File: config.mk
export PLATFORM = sky130hd
export DESIGN_NAME = cbt_core
export DESIGN_NICKNAME = d
export VERILOG_FILES = /design/src/design/cbt_pkg.sv /design/src/design/cbt_core.sv /design/src/design/cbt_tq_div.sv
export VERILOG_INCLUDE_DIRS = /design/src /design/src/design
export SDC_FILE = /design/constraint.sdc
export NUM_CORES = 1
export LEC_CHECK = 0
export BUFFER_PORTS_ARGS = -buffer_cell sky130_fd_sc_hd__buf_2
export CAP_MARGIN = 20
export CORE_MARGIN = 2
export CORE_UTILIZATION = 60
export CTS_BUF_LIST = sky130_fd_sc_hd__clkbuf_2 sky130_fd_sc_hd__clkbuf_4 sky130_fd_sc_hd__clkbuf_8
export DETAILED_ROUTE_END_ITERATION = 12
export PLACE_DENSITY = 0.82
export SLEW_MARGIN = 20
export SYNTH_ARGS = -nofsm -noshare
export SYNTH_HDL_FRONTEND = slang
export SYNTH_HIERARCHICAL = 1
export SYNTH_SLANG_ARGS = --single-unit
File: constraint.sdc
create_clock -name clk_sys_i -period 9.67 [get_ports clk_sys_i]
set_clock_uncertainty 0.05 [all_clocks]
set_input_delay 1.4505 -clock clk_sys_i [delete_from_list [all_inputs] [get_ports clk_sys_i]]
set_output_delay 1.4505 -clock clk_sys_i [all_outputs]
set_load 0.05 [all_outputs]
File: src/design/cbt_params.svh
`ifndef CBT_PARAMS_SVH
`define CBT_PARAMS_SVH
// ----------------------------------------
// Register addresses
// ----------------------------------------
`define CBT_ADDR_PRESCALER 8'hB4
`define CBT_ADDR_JUMP_PROP 8'hB5
`define CBT_ADDR_PHASE     8'hB6
`define CBT_ADDR_STAT_HIGH 8'hBA
`define CBT_ADDR_STAT_LOW  8'hBB
`define CBT_ADDR_IEN_HIGH  8'hC2
`define CBT_ADDR_IEN_LOW   8'hC3
// ----------------------------------------
// Field positions
// ----------------------------------------
`define CBT_BRP_MSB 6
`define CBT_BRP_LSB 1
`define CBT_SJW_MSB 6
`define CBT_SJW_LSB 5
`define CBT_PRS_MSB 3
`define CBT_PRS_LSB 1
`define CBT_PH2_MSB 6
`define CBT_PH2_LSB 4
`define CBT_PH1_MSB 3
`define CBT_PH1_LSB 1
// ----------------------------------------
// Reset values and masks
// ----------------------------------------
`define CBT_RST_BYTE    8'h00
`define CBT_MASK_HIGH7  8'h7F
`define CBT_MASK_BT1    8'h7E
`define CBT_MASK_BT2    8'h6E
`define CBT_MASK_BT3    8'h7F
`define CBT_NUM_OBJ     15
`endif

File: src/design/cbt_pkg.sv
package cbt_pkg;
   typedef logic [7:0] cbt_byte_t;
   typedef enum logic [3:0] {
      CBT_SYNC  = 4'h1,
      CBT_PROP  = 4'h2,
      CBT_PHS1  = 4'h4,
      CBT_PHS2  = 4'h8
   } cbt_seg_e;
endpackage

File: src/design/cbt_core.sv
`timescale 1ns/1ps
`include "cbt_params.svh"
// Functional notes
// - Low status byte shows one active interrupt per object 7..0.
// - Low status register is read only; writes are ignored.
// - Upper enable bits 6..0 permit interrupts of objects 14..8.
// - Upper enable bit n belongs to object n plus 8.
// - Lower enable bits 7..0 permit interrupts of objects 7..0.
// - Both enable registers reset to zero.
// - Time quantum is CAN clock divided by prescaler plus one.
// - Jump width is its field plus one quanta.
// - Resynchronise on the first recessive-to-dominant edge outside the sync segment in each bit, limited by jump width.
// - Propagation segment lasts its field plus one quanta.
// - Phase segments last field plus one quanta, adjusted by resync.
// - Upper status register shows objects 14..8 in bits 6..0.
module cbt_core
   import cbt_pkg::*;
(
   // Clock and reset
   input  wire logic        clk_sys_i,
   input  wire logic        arst_n_i,
   // Register port
   input  wire logic [7:0]  sfr_addr_i,
   input  wire logic        sfr_wr_i,
   input  wire logic [7:0]  sfr_wdata_i,
   output logic [7:0]       sfr_rdata_o,
   // Controller state
   input  wire logic        controller_enable_bit_i,
   input  wire logic [14:0] object_irq_cond_i,
   input  wire logic        can_rx_i,
   // Outputs
   output logic [14:0]      object_irq_req_o,
   output logic             tq_tick_o,
   output logic             sample_point_o,
   output logic             bit_start_o
);
   import cbt_pkg::*;

   typedef struct packed {
      logic [7:0]  bt1;
      logic [7:0]  bt2;
      logic [7:0]  bt3;
      logic [6:0]  ien_high;
      logic [7:0]  ien_low;
      logic [14:0] flag;
      logic        rx_m;
      logic        rx_s;
      logic        rx_prev;
      logic        synced;
      cbt_seg_e    seg;
      logic [3:0]  cnt;
      logic [3:0]  ph1_len;
      logic [3:0]  ph2_len;
      logic        samp;
      logic        bstart;
   } cbt_core_s;
   cbt_core_s s_q;
   cbt_core_s s_d;

   logic       tick;
   logic [3:0] prs_len;
   logic [3:0] ph1_nom;
   logic [3:0] ph2_nom;
   logic [3:0] sjw_len;
   logic [3:0] err;
   logic       edge_seen;

   cbt_tq_div u_div (
      .clk_sys_i  (clk_sys_i),
      .arst_n_i   (arst_n_i),
      .run_i      (controller_enable_bit_i),
      .prescale_i (s_q.bt1[`CBT_BRP_MSB:`CBT_BRP_LSB]),
      .tq_tick_o  (tick)
   );

   // ----------------------------------------
   // Segment lengths
   // ----------------------------------------
   // propagation length
   assign prs_len = {1'b0, s_q.bt2[`CBT_PRS_MSB:`CBT_PRS_LSB]} + 4'h1;
   assign ph1_nom = {1'b0, s_q.bt3[`CBT_PH1_MSB:`CBT_PH1_LSB]} + 4'h1;
   assign ph2_nom = {1'b0, s_q.bt3[`CBT_PH2_MSB:`CBT_PH2_LSB]} + 4'h1;
   assign sjw_len = {2'b00, s_q.bt2[`CBT_SJW_MSB:`CBT_SJW_LSB]} + 4'h1;
   assign edge_seen = s_q.rx_prev && !s_q.rx_s;

   // ----------------------------------------
   // Next state
   // ----------------------------------------
   always_comb begin
      s_d = s_q;
      err = 4'h0;
      s_d.samp = 1'b0;
      s_d.bstart = 1'b0;
      s_d.rx_m = can_rx_i;
      s_d.rx_s = s_q.rx_m;
      s_d.flag = object_irq_cond_i;
      if (sfr_wr_i && !controller_enable_bit_i) begin
         unique case (sfr_addr_i)
            `CBT_ADDR_PRESCALER: s_d.bt1 = sfr_wdata_i & `CBT_MASK_BT1;
            `CBT_ADDR_JUMP_PROP: s_d.bt2 = sfr_wdata_i & `CBT_MASK_BT2;
            `CBT_ADDR_PHASE:     s_d.bt3 = sfr_wdata_i & `CBT_MASK_BT3;
            default: ;
         endcase
      end
      if (sfr_wr_i) begin
         if (sfr_addr_i == `CBT_ADDR_IEN_HIGH) begin
            s_d.ien_high = sfr_wdata_i[6:0];
         end
         if (sfr_addr_i == `CBT_ADDR_IEN_LOW) begin
            s_d.ien_low = sfr_wdata_i;
         end
      end
      if (!controller_enable_bit_i) begin
         s_d.seg = CBT_SYNC;
         s_d.cnt = 4'h0;
         s_d.synced = 1'b0;
         s_d.rx_prev = 1'b1;
      end else if (tick) begin
         s_d.rx_prev = s_q.rx_s;
         s_d.cnt = s_q.cnt + 4'h1;
         unique case (s_q.seg)
            CBT_SYNC: begin
               s_d.seg = CBT_PROP;
               s_d.cnt = 4'h0;
               s_d.synced = 1'b0;
               s_d.ph1_len = ph1_nom;
               s_d.ph2_len = ph2_nom;
               s_d.bstart = 1'b1;
            end
            CBT_PROP: begin
               if (edge_seen && !s_q.synced) begin
                  err = (s_q.cnt + 4'h1 > sjw_len) ? sjw_len : s_q.cnt + 4'h1;
                  s_d.ph1_len = s_q.ph1_len + err;
                  s_d.synced = 1'b1;
               end
               if (s_q.cnt + 4'h1 >= prs_len) begin
                  s_d.seg = CBT_PHS1;
                  s_d.cnt = 4'h0;
               end
            end
            CBT_PHS1: begin
               if (edge_seen && !s_q.synced) begin
                  err = ({1'b0, s_q.cnt} + {1'b0, prs_len} + 5'h01 > {1'b0, sjw_len}) ? sjw_len
                                                                                      : s_q.cnt + prs_len + 4'h1;
                  s_d.ph1_len = s_q.ph1_len + err;
                  s_d.synced = 1'b1;
               end
               if (s_q.cnt + 4'h1 >= s_d.ph1_len) begin
                  s_d.seg = CBT_PHS2;
                  s_d.cnt = 4'h0;
                  s_d.samp = 1'b1;
               end
            end
            CBT_PHS2: begin
               if (edge_seen && !s_q.synced) begin
                  err = s_q.ph2_len - s_q.cnt;
                  if (err > sjw_len) begin
                     s_d.ph2_len = s_q.ph2_len - sjw_len;
                     s_d.synced = 1'b1;
                  end else begin
                     s_d.seg = CBT_PROP;
                     s_d.cnt = 4'h0;
                     s_d.synced = 1'b0;
                     s_d.ph1_len = ph1_nom;
                     s_d.ph2_len = ph2_nom;
                     s_d.bstart = 1'b1;
                  end
               end
               if (s_d.seg == CBT_PHS2 && s_q.cnt + 4'h1 >= s_d.ph2_len) begin
                  s_d.seg = CBT_SYNC;
                  s_d.cnt = 4'h0;
               end
            end
         endcase
      end
   end

   // ----------------------------------------
   // Read mux and outputs
   // ----------------------------------------
   always_comb begin
      unique case (sfr_addr_i)
         `CBT_ADDR_PRESCALER: sfr_rdata_o = s_q.bt1;
         `CBT_ADDR_JUMP_PROP: sfr_rdata_o = s_q.bt2;
         `CBT_ADDR_PHASE:     sfr_rdata_o = s_q.bt3;
         `CBT_ADDR_STAT_HIGH: sfr_rdata_o = {1'b0, s_q.flag[14:8]};
         `CBT_ADDR_STAT_LOW:  sfr_rdata_o = s_q.flag[7:0];
         `CBT_ADDR_IEN_HIGH:  sfr_rdata_o = {1'b0, s_q.ien_high};
         `CBT_ADDR_IEN_LOW:   sfr_rdata_o = s_q.ien_low;
         default:             sfr_rdata_o = `CBT_RST_BYTE;
      endcase
   end

   assign object_irq_req_o = s_q.flag & {s_q.ien_high, s_q.ien_low};
   assign tq_tick_o = tick;
   assign sample_point_o = s_q.samp;
   assign bit_start_o = s_q.bstart;

   always_ff @(posedge clk_sys_i or negedge arst_n_i) begin
      if (!arst_n_i) begin
         s_q <= '{bt1: 8'h00, bt2: 8'h00, bt3: 8'h00, ien_high: 7'h00, ien_low: 8'h00,
                  flag: 15'h0000, rx_m: 1'b1, rx_s: 1'b1, rx_prev: 1'b1, synced: 1'b0,
                  seg: CBT_SYNC, cnt: 4'h0, ph1_len: 4'h1, ph2_len: 4'h1, samp: 1'b0, bstart: 1'b0};
      end else begin
         s_q <= s_d;
      end
   end
endmodule

File: src/design/cbt_tq_div.sv
`timescale 1ns/1ps
`include "cbt_params.svh"
module cbt_tq_div
   import cbt_pkg::*;
(
   // Clock and reset
   input  wire logic       clk_sys_i,
   input  wire logic       arst_n_i,
   // Control
   input  wire logic       run_i,
   input  wire logic [5:0] prescale_i,
   // Quantum tick
   output logic            tq_tick_o
);
   typedef struct packed {
      logic [5:0] cnt;
   } cbt_div_s;
   cbt_div_s s_q;
   cbt_div_s s_d;

   always_comb begin
      s_d = s_q;
      if (!run_i || s_q.cnt >= prescale_i) begin
         s_d.cnt = 6'h00;
      end else begin
         s_d.cnt = s_q.cnt + 6'h01;
      end
   end

   assign tq_tick_o = run_i && (s_q.cnt >= prescale_i);

   always_ff @(posedge clk_sys_i or negedge arst_n_i) begin
      if (!arst_n_i) begin
         s_q <= '0;
      end else begin
         s_q <= s_d;
      end
   end
endmodule

==> results of run 1 <==
-- report_power, final --
part	leakage (nW)	total [mW]	internal, mW	switching (mW)
Sequential	0.993	0.348	0.334	0.0146
Combinational	1.63	0.164	0.0684	0.0958
Clock	0.111	0.285	0.155	0.130
Total	2.74	0.798	0.557	0.241
-- synth_stat cells, drive strengths merged (3+ instances only) --
library cell / instances / area (um2)
dfrtp: 70 / 1750
ha: 49 / 613
nand2: 41 / 154
mux2: 39 / 439
inv: 29 / 109
a21oi: 24 / 131
nor2: 21 / 83.8
and2: 19 / 119
nand3: 19 / 105
o21ai: 18 / 97.6
a222oi: 13 / 130
nor2b: 10 / 62.6
a21o: 9 / 67.6
xnor2: 9 / 78.8
mux2i: 7 / 70.1
o211ai: 7 / 57.6
xor2: 7 / 61.3
dfstp: 6 / 158
nand2b: 6 / 45.0
nor3: 6 / 40.0
a31oi: 5 / 31.3
fa: 5 / 100
o21a: 4 / 30.0
a211o: 3 / 26.3
a211oi: 3 / 40.0
clkbuf: 3 / 11.3
nor3b: 3 / 27.5
o221ai: 3 / 26.3
-- cells by family (layout without fill, tap and decap cells) --
family | count (synthesis) | after routing | synth area share
DFF | 76 | 76 | 0.390
muxes | 46 | 46 | 0.104
xor gates and xnor gates | 16 | 16 | 0.0287
adders and majority gates | 54 | 54 | 0.146
buffers and inverters | 34 | 107 | 0.0266
AOI/OAI and AO/OA | 101 | 101 | 0.151
and+or+nand+nor | 140 | 140 | 0.153
-- worst max path at each step --
stage / end / start / cells past startpoint / slack (ns)
final: s_q[11] / s_q[10] / 21 / 4.57
after global routing: s_q[11] / s_q[10] / 21 / 4.29
after CTS: s_q[11] / s_q[10] / 21 / 4.62
after detailed placement: s_q[11] / s_q[10] / 21 / 4.69
after global placement: s_q[17] / s_q[10] / 20 / 4.85
after floorplan: s_q[17] / s_q[10] / 19 / 5.05
-- sequential cells by signal (all words and copies together) (netlist names) --
register        flops
s_d                 1
s_q                67
sample_point_o      1
bit_start_o         1
u_div/s_q           6
-- worst max-delay path: stages, from the launching register on --
cell,delay (ns)
dfrtp_1,0.58
inv_1,0.09
ha_1,0.20
inv_1,0.08
fa_1,0.44
ha_1,0.33
a21o_1,0.20
a21oi_1,0.13
a31oi_1,0.05
or4_1,0.48
mux2i_1,0.16
ha_1,0.23
fa_1,0.39
xnor2_1,0.17
nor2_1,0.06
a21oi_1,0.20
ha_1,0.27
o21a_1,0.19
a211o_1,0.29
nand2_1,0.12
o21ai_1,0.12
o21ai_0,0.20
-- layout make-up --
type / instances / area (um2) / share of cell area
multi-input combinational: 357 / 2850 / 0.514
sequential: 76 / 1910 / 0.344
timing repair buffer: 62 / 315 / 0.0569
clock buffer: 10 / 138 / 0.0248
tap: 102 / 128 / 0.0230
inverter: 29 / 109 / 0.0196
clock inverter: 6 / 95.1 / 0.0172
-- metrics by stage --
stage | instance area (um2) | power [mW] | instances | hold WS (ns) | worst slack (ns)
global placement | 5310 | 0.506 | 626 | 0.298 | 4.85
detailed placement | 5310 | 0.516 | 626 | 0.298 | 4.69
floorplan | 4890 | 0.467 | 467 | 0.295 | 5.05
global route | 5540 | 0.838 | 642 | 0.320 | 4.29
finish | 5540 | 0.798 | 642 | 0.311 | 4.57
CTS | 5540 | 0.801 | 642 | 0.312 | 4.62
-- per-layer routing --
layer  track usage  wire [um]  vias up
met5             0          0        -
met4         0.120        331        0
met3        0.0570        736       28
met2         0.484       5820      152
met1         0.368       4990     1904
li1              -          -     1846
==> results.md, run 1 <==
* Die width at 94.3 um
* Tmin final at 5.10 ns
* Fin. Hold Viols at 0
* Hold crit path type: reg -> reg
* Achievable frequency at 196 MHz
* Post_cts resized at 0
* Clock buffer depth at 2
* Hold Crit Depth at 0
* Hold endpoint: s_q[20]
* Antenna cells at 0
* Clock Latency Late Sink at 0.36 ns
* Final period utilization at 0.528
* Worst-Margin Slew at 0.994 ns
* DRC violations left at 0
* Total CTS buffers at 9
* PortBufs at 61
* Ys async rst share at 1.00
* Share of layout cells above drive strength 1 at 0.257
* Synthesized flop and latch total at 76
* Core area at 7810 um2
* Warnings from Yosys at 6
* Netlist cell types at 62
* Finished Core Util at 0.710
* Reg2reg setup slack at 4.57 ns
* Post-synth EDFFs at 0
* Clk Tree Root Cell: clkbuf_8
* RSZ-0062 raised after global routing: false
* Crit path kind: reg -> reg
* Clock slew seen by the registers of the worst setup and hold paths at 0.09 ns
* TritonCTS Sinks at 76
* DR pass1 iterations at 8
* Status: finished clean
* Largest net degree at the start of global routing at 77
* Slew headroom at 0.332
* CP arrival at 5.33 ns
* Most frequent cells in the layout: dfrtp_1, buf_2, ha_1, nand2_1, mux2_2
* Io pins at 62
* Die area at 8890 um2
* Cell row count at 32
* Max-cap violations at 0
* Pins over their slew limit at 0
* Sequential share of the synthesized area at 0.390
* Hold_buf cts at 0
* Final wirelength at 11900 um
* TNS Setup at 0 ns
* Max Fanout on Critical Path at 11
* GP Congestion at 0.875
* Pwr dens at 144 nW/um2
* Endpoints failing setup at 0
* Leakage at 2.74 nW
* Area growth syn-to-layout at 13.4%
* Avg Inst Size Synth at 10.5 um2
* Via count at 3930
* H-tree levels at 3
* Routed vias/inst at 6.12
* Startpoint types: register
* CP Capture Type: register
* Total grt overflow at 0
* Setup bufs post-CTS at 0
* Critical R2R Launch: s_q[10]
* VDD IR-drop max at 0.115 mV
* Top FF cell, synth: dfrtp_1
* Synthesized Nets at 557
* Req. time, crit path at 9.90 ns
* FILL cells at 577
* Hold path start: s_d[20]
* CTS tree: built
* Die H at 94.3 um
* RR Endpoint: s_q[11]
* Wirelength per Cell at 18.5 um
* Nets at 625
* DRT iter0 DRCs at 224
* Initial Util at 0.626
* FF-to-FF path depth at 21
* Synth Instances at 467
* ANT nets after route at 0
* Global-route wire length before repair at 19700 um
* Final HPWL DP at 8860 um
* Initial antenna violation count at 0
* GRT Overall Usage at 0.290
* Commonest non-fill, non-tap cell in the layout: dfrtp_1
* Vias in the first global route at 4071
* Cell Area, Synth at 4890 um2
No activity file was read; power rests on OpenSTA's default activity.
==> inputs of run 2 (changes only) <==
- CORE_UTILIZATION: 60 -> 55
- PLACE_DENSITY: 0.82 -> 0.79
- clock period: 9.67 -> 4.3 ns (I/O delays scaled with it)
==> results.md, run 2 (synthesized netlist as in run 1, its figures left out) <==
* Status: finished, violations left
* Violated checks: setup timing
* Achievable frequency at 205 MHz (+4.4%)
* CTS tree: built
* Total CTS buffers at 9 (unchanged)
* Global-route wire length before repair at 20600 um (+4.5%)
* Clock slew seen by the registers of the worst setup and hold paths at 0.10 ns (about the same)
* Via count at 4164 (+6.0%)
* Final wirelength at 12800 um (+7.8%)
* Die width at 98.3 um (+4.3%)
* VDD IR-drop max at 0.220 mV (+92%)
* FILL cells at 661 (+15%)
* H-tree levels at 3 (unchanged)
* Hold crit path type: reg -> reg
* Endpoints failing setup at 9 (+9)
* Critical R2R Launch: s_q[61]
* Vias in the first global route at 4312 (+5.9%)
* DRC violations left at 0 (unchanged)
* Cell row count at 34 (+6.3%)
* Tmin final at 4.89 ns (-0.217 ns)
* TritonCTS Sinks at 76 (unchanged)
* Pins over their slew limit at 0 (unchanged)
* CP arrival at 5.09 ns (-0.24 ns)
* Worst setup path endpoint: s_q[17]
* Pwr dens at 310 nW/um2 (+120%)
* Startpoint types: register
* Final WS setup at -0.585 ns (-5.15 ns)
* Hold_buf cts at 0 (unchanged)
* Core area at 8680 um2 (+11%)
* Biggest regs: s_q: 67 flops, u_div/s_q: 6 flops
* Reg2reg setup slack at -0.59 ns (-5.15 ns)
* Fin. Hold Viols at 0 (unchanged)
* Total grt overflow at 0 (unchanged)
* PortBufs at 61 (unchanged)
* Slew headroom at 0.360 (+0.0281)
* Final instance area at 5830 um2 (+5.2%)
* Share of layout cells above drive strength 1 at 0.330 (+0.0730)
* Tot Pwr at 1.81 mW (+130%)
* Die area at 9660 um2 (+8.7%)
* Routed vias/inst at 6.18 (+0.92%)
* DRT iter0 DRCs at 300 (+34%)
* Leakage at 2.87 nW (+4.8%)
* Wirelength per Cell at 19.0 um (+2.7%)
* ANT nets after route at 0 (unchanged)
* Multi-input logic area at 2960 um2 (+4.0%)
* Register area at 1910 um2 (+0.13%)
* Req. time, crit path at 4.51 ns (-5.39 ns)
* Initial antenna violation count at 0 (unchanged)
* Nets at 651 (+4.2%)
* DP Area at 5490 um2 (+3.4%)
* Antenna cells at 0 (unchanged)
* GP Congestion at 0.848 (-3.1%)
* FF-to-FF path depth at 16 (-24%)
* Max reg flops at 67 (unchanged)
* Crit path launch: s_q[61]
* Clock Latency Late Sink at 0.37 ns (about the same)
* Area growth syn-to-layout at 19.3%
* TNS Setup at -4.37 ns (-4.37 ns)
* Max Fanout on Critical Path at 3 (-8)
* Crit path kind: reg -> reg
* CP Capture Type: register
* Io pins at 62 (unchanged)
* Largest net degree at the start of global routing at 77 (unchanged)
* RR Endpoint: s_q[17]
* Commonest non-fill, non-tap cell in the layout: dfrtp_1
* Most frequent cells in the layout: dfrtp_1, buf_2, ha_1, nand2_1, mux2_2
* Clock buffer depth at 2 (unchanged)
* DR pass1 iterations at 5 (-3)
* RSZ-0062 raised after global routing: true
* Die H at 98.3 um (+4.3%)
* GRT Overall Usage at 0.267 (-0.0226)
* Initial Util at 0.563 (-0.0628)
* Max-cap violations at 0 (unchanged)
* Final period utilization at 1.14 (+0.608)
* Worst-Margin Slew at 0.953 ns (-0.0418 ns)
* Final HPWL DP at 9430 um (+6.4%)
* Clk Tree Root Cell: clkbuf_8
* Register with the most flip-flops: s_q
-- run 2: changes by cell type in the layout (fill, tap and decap cells not counted), sizes merged --
cell / change
inv: +2
clkinv: +2
buf: +26
bufinv: -1
clkinvlp: -2
clkbuf: -1
-- run 2: report_power, final --
| group | internal (mW) | switching (mW) | leakage, nW |
|---|---|---|---|
| combinational | 0.198 | 0.236 | 1.77 |
| clock | 0.279 | 0.311 | 0.107 |
| sequential | 0.751 | 0.0341 | 0.990 |
| total | 1.23 | 0.582 | 2.87 |
-- run 2: area by class of cell --
type | count | share of cell area
Clock inverter | 7 | 0.0139
Multi-Input combinational cell | 357 | 0.508
Inverter | 29 | 0.0187
Tap cell | 108 | 0.0232
Timing Repair Buffer | 88 | 0.0875
Sequential cell | 76 | 0.328
Clock buffer | 9 | 0.0212
-- run 2: per-layer routing --
layer,vias to the layer above,GRT usage,part of all wire
met5,-,0,0
met4,0,0.133,0.034
met3,38,0.0429,0.061
met2,201,0.457,0.51
met1,2028,0.328,0.39
li1,1897,-,-
-- run 2: repair_timing --
item / 4_1_cts / 5_1_grt
setup buffers: 3 / 2
hold endpoints to repair: 0 / 0
pin swaps: 9 / 11
setup endpoints to repair: 9 / 10
resized for setup: 11 / 17
-- run 2: stage by stage --
stage | instances | utilization | setup slack, ns | hold slack, ns
6_report | 674 | 0.672 | -0.585 | 0.304
5_1_grt | 674 | 0.672 | -0.702 | 0.309
4_1_cts | 672 | 0.662 | -0.369 | 0.310
3_5_place_dp | 653 | 0.633 | -0.428 | 0.301
3_3_place_gp | 653 | 0.633 | -0.307 | 0.296
2_1_floorplan | 467 | - | -0.211 | 0.295
-- run 2: how the worst min path moves through the flow --
stage | start | to | slack, ns | depth (start not counted)
floorplan | arst_n_i | bit_start_o | 0.30 | 0
global placement | s_d[20] | s_q[20] | 0.30 | 0
detailed placement | s_d[20] | s_q[20] | 0.30 | 0
CTS | can_rx_i | s_d[20] | 0.31 | 1
global route | can_rx_i | s_d[20] | 0.31 | 1
finish | s_d[20] | s_q[20] | 0.30 | 0
-- run 2: critical path: stages, from the launching register on --
cell     delay (ns)
dfrtp_2        0.47
ha_4           0.27
fa_1           0.40
xor2_1         0.28
ha_1           0.32
a21oi_2        0.14
a31oi_1        0.05
or4_4          0.46
mux2i_1        0.20
ha_2           0.23
fa_2           0.45
a21oi_2        0.16
ha_1           0.26
a211o_1        0.28
a211o_1        0.37
and3_4         0.19
a32o_1         0.21
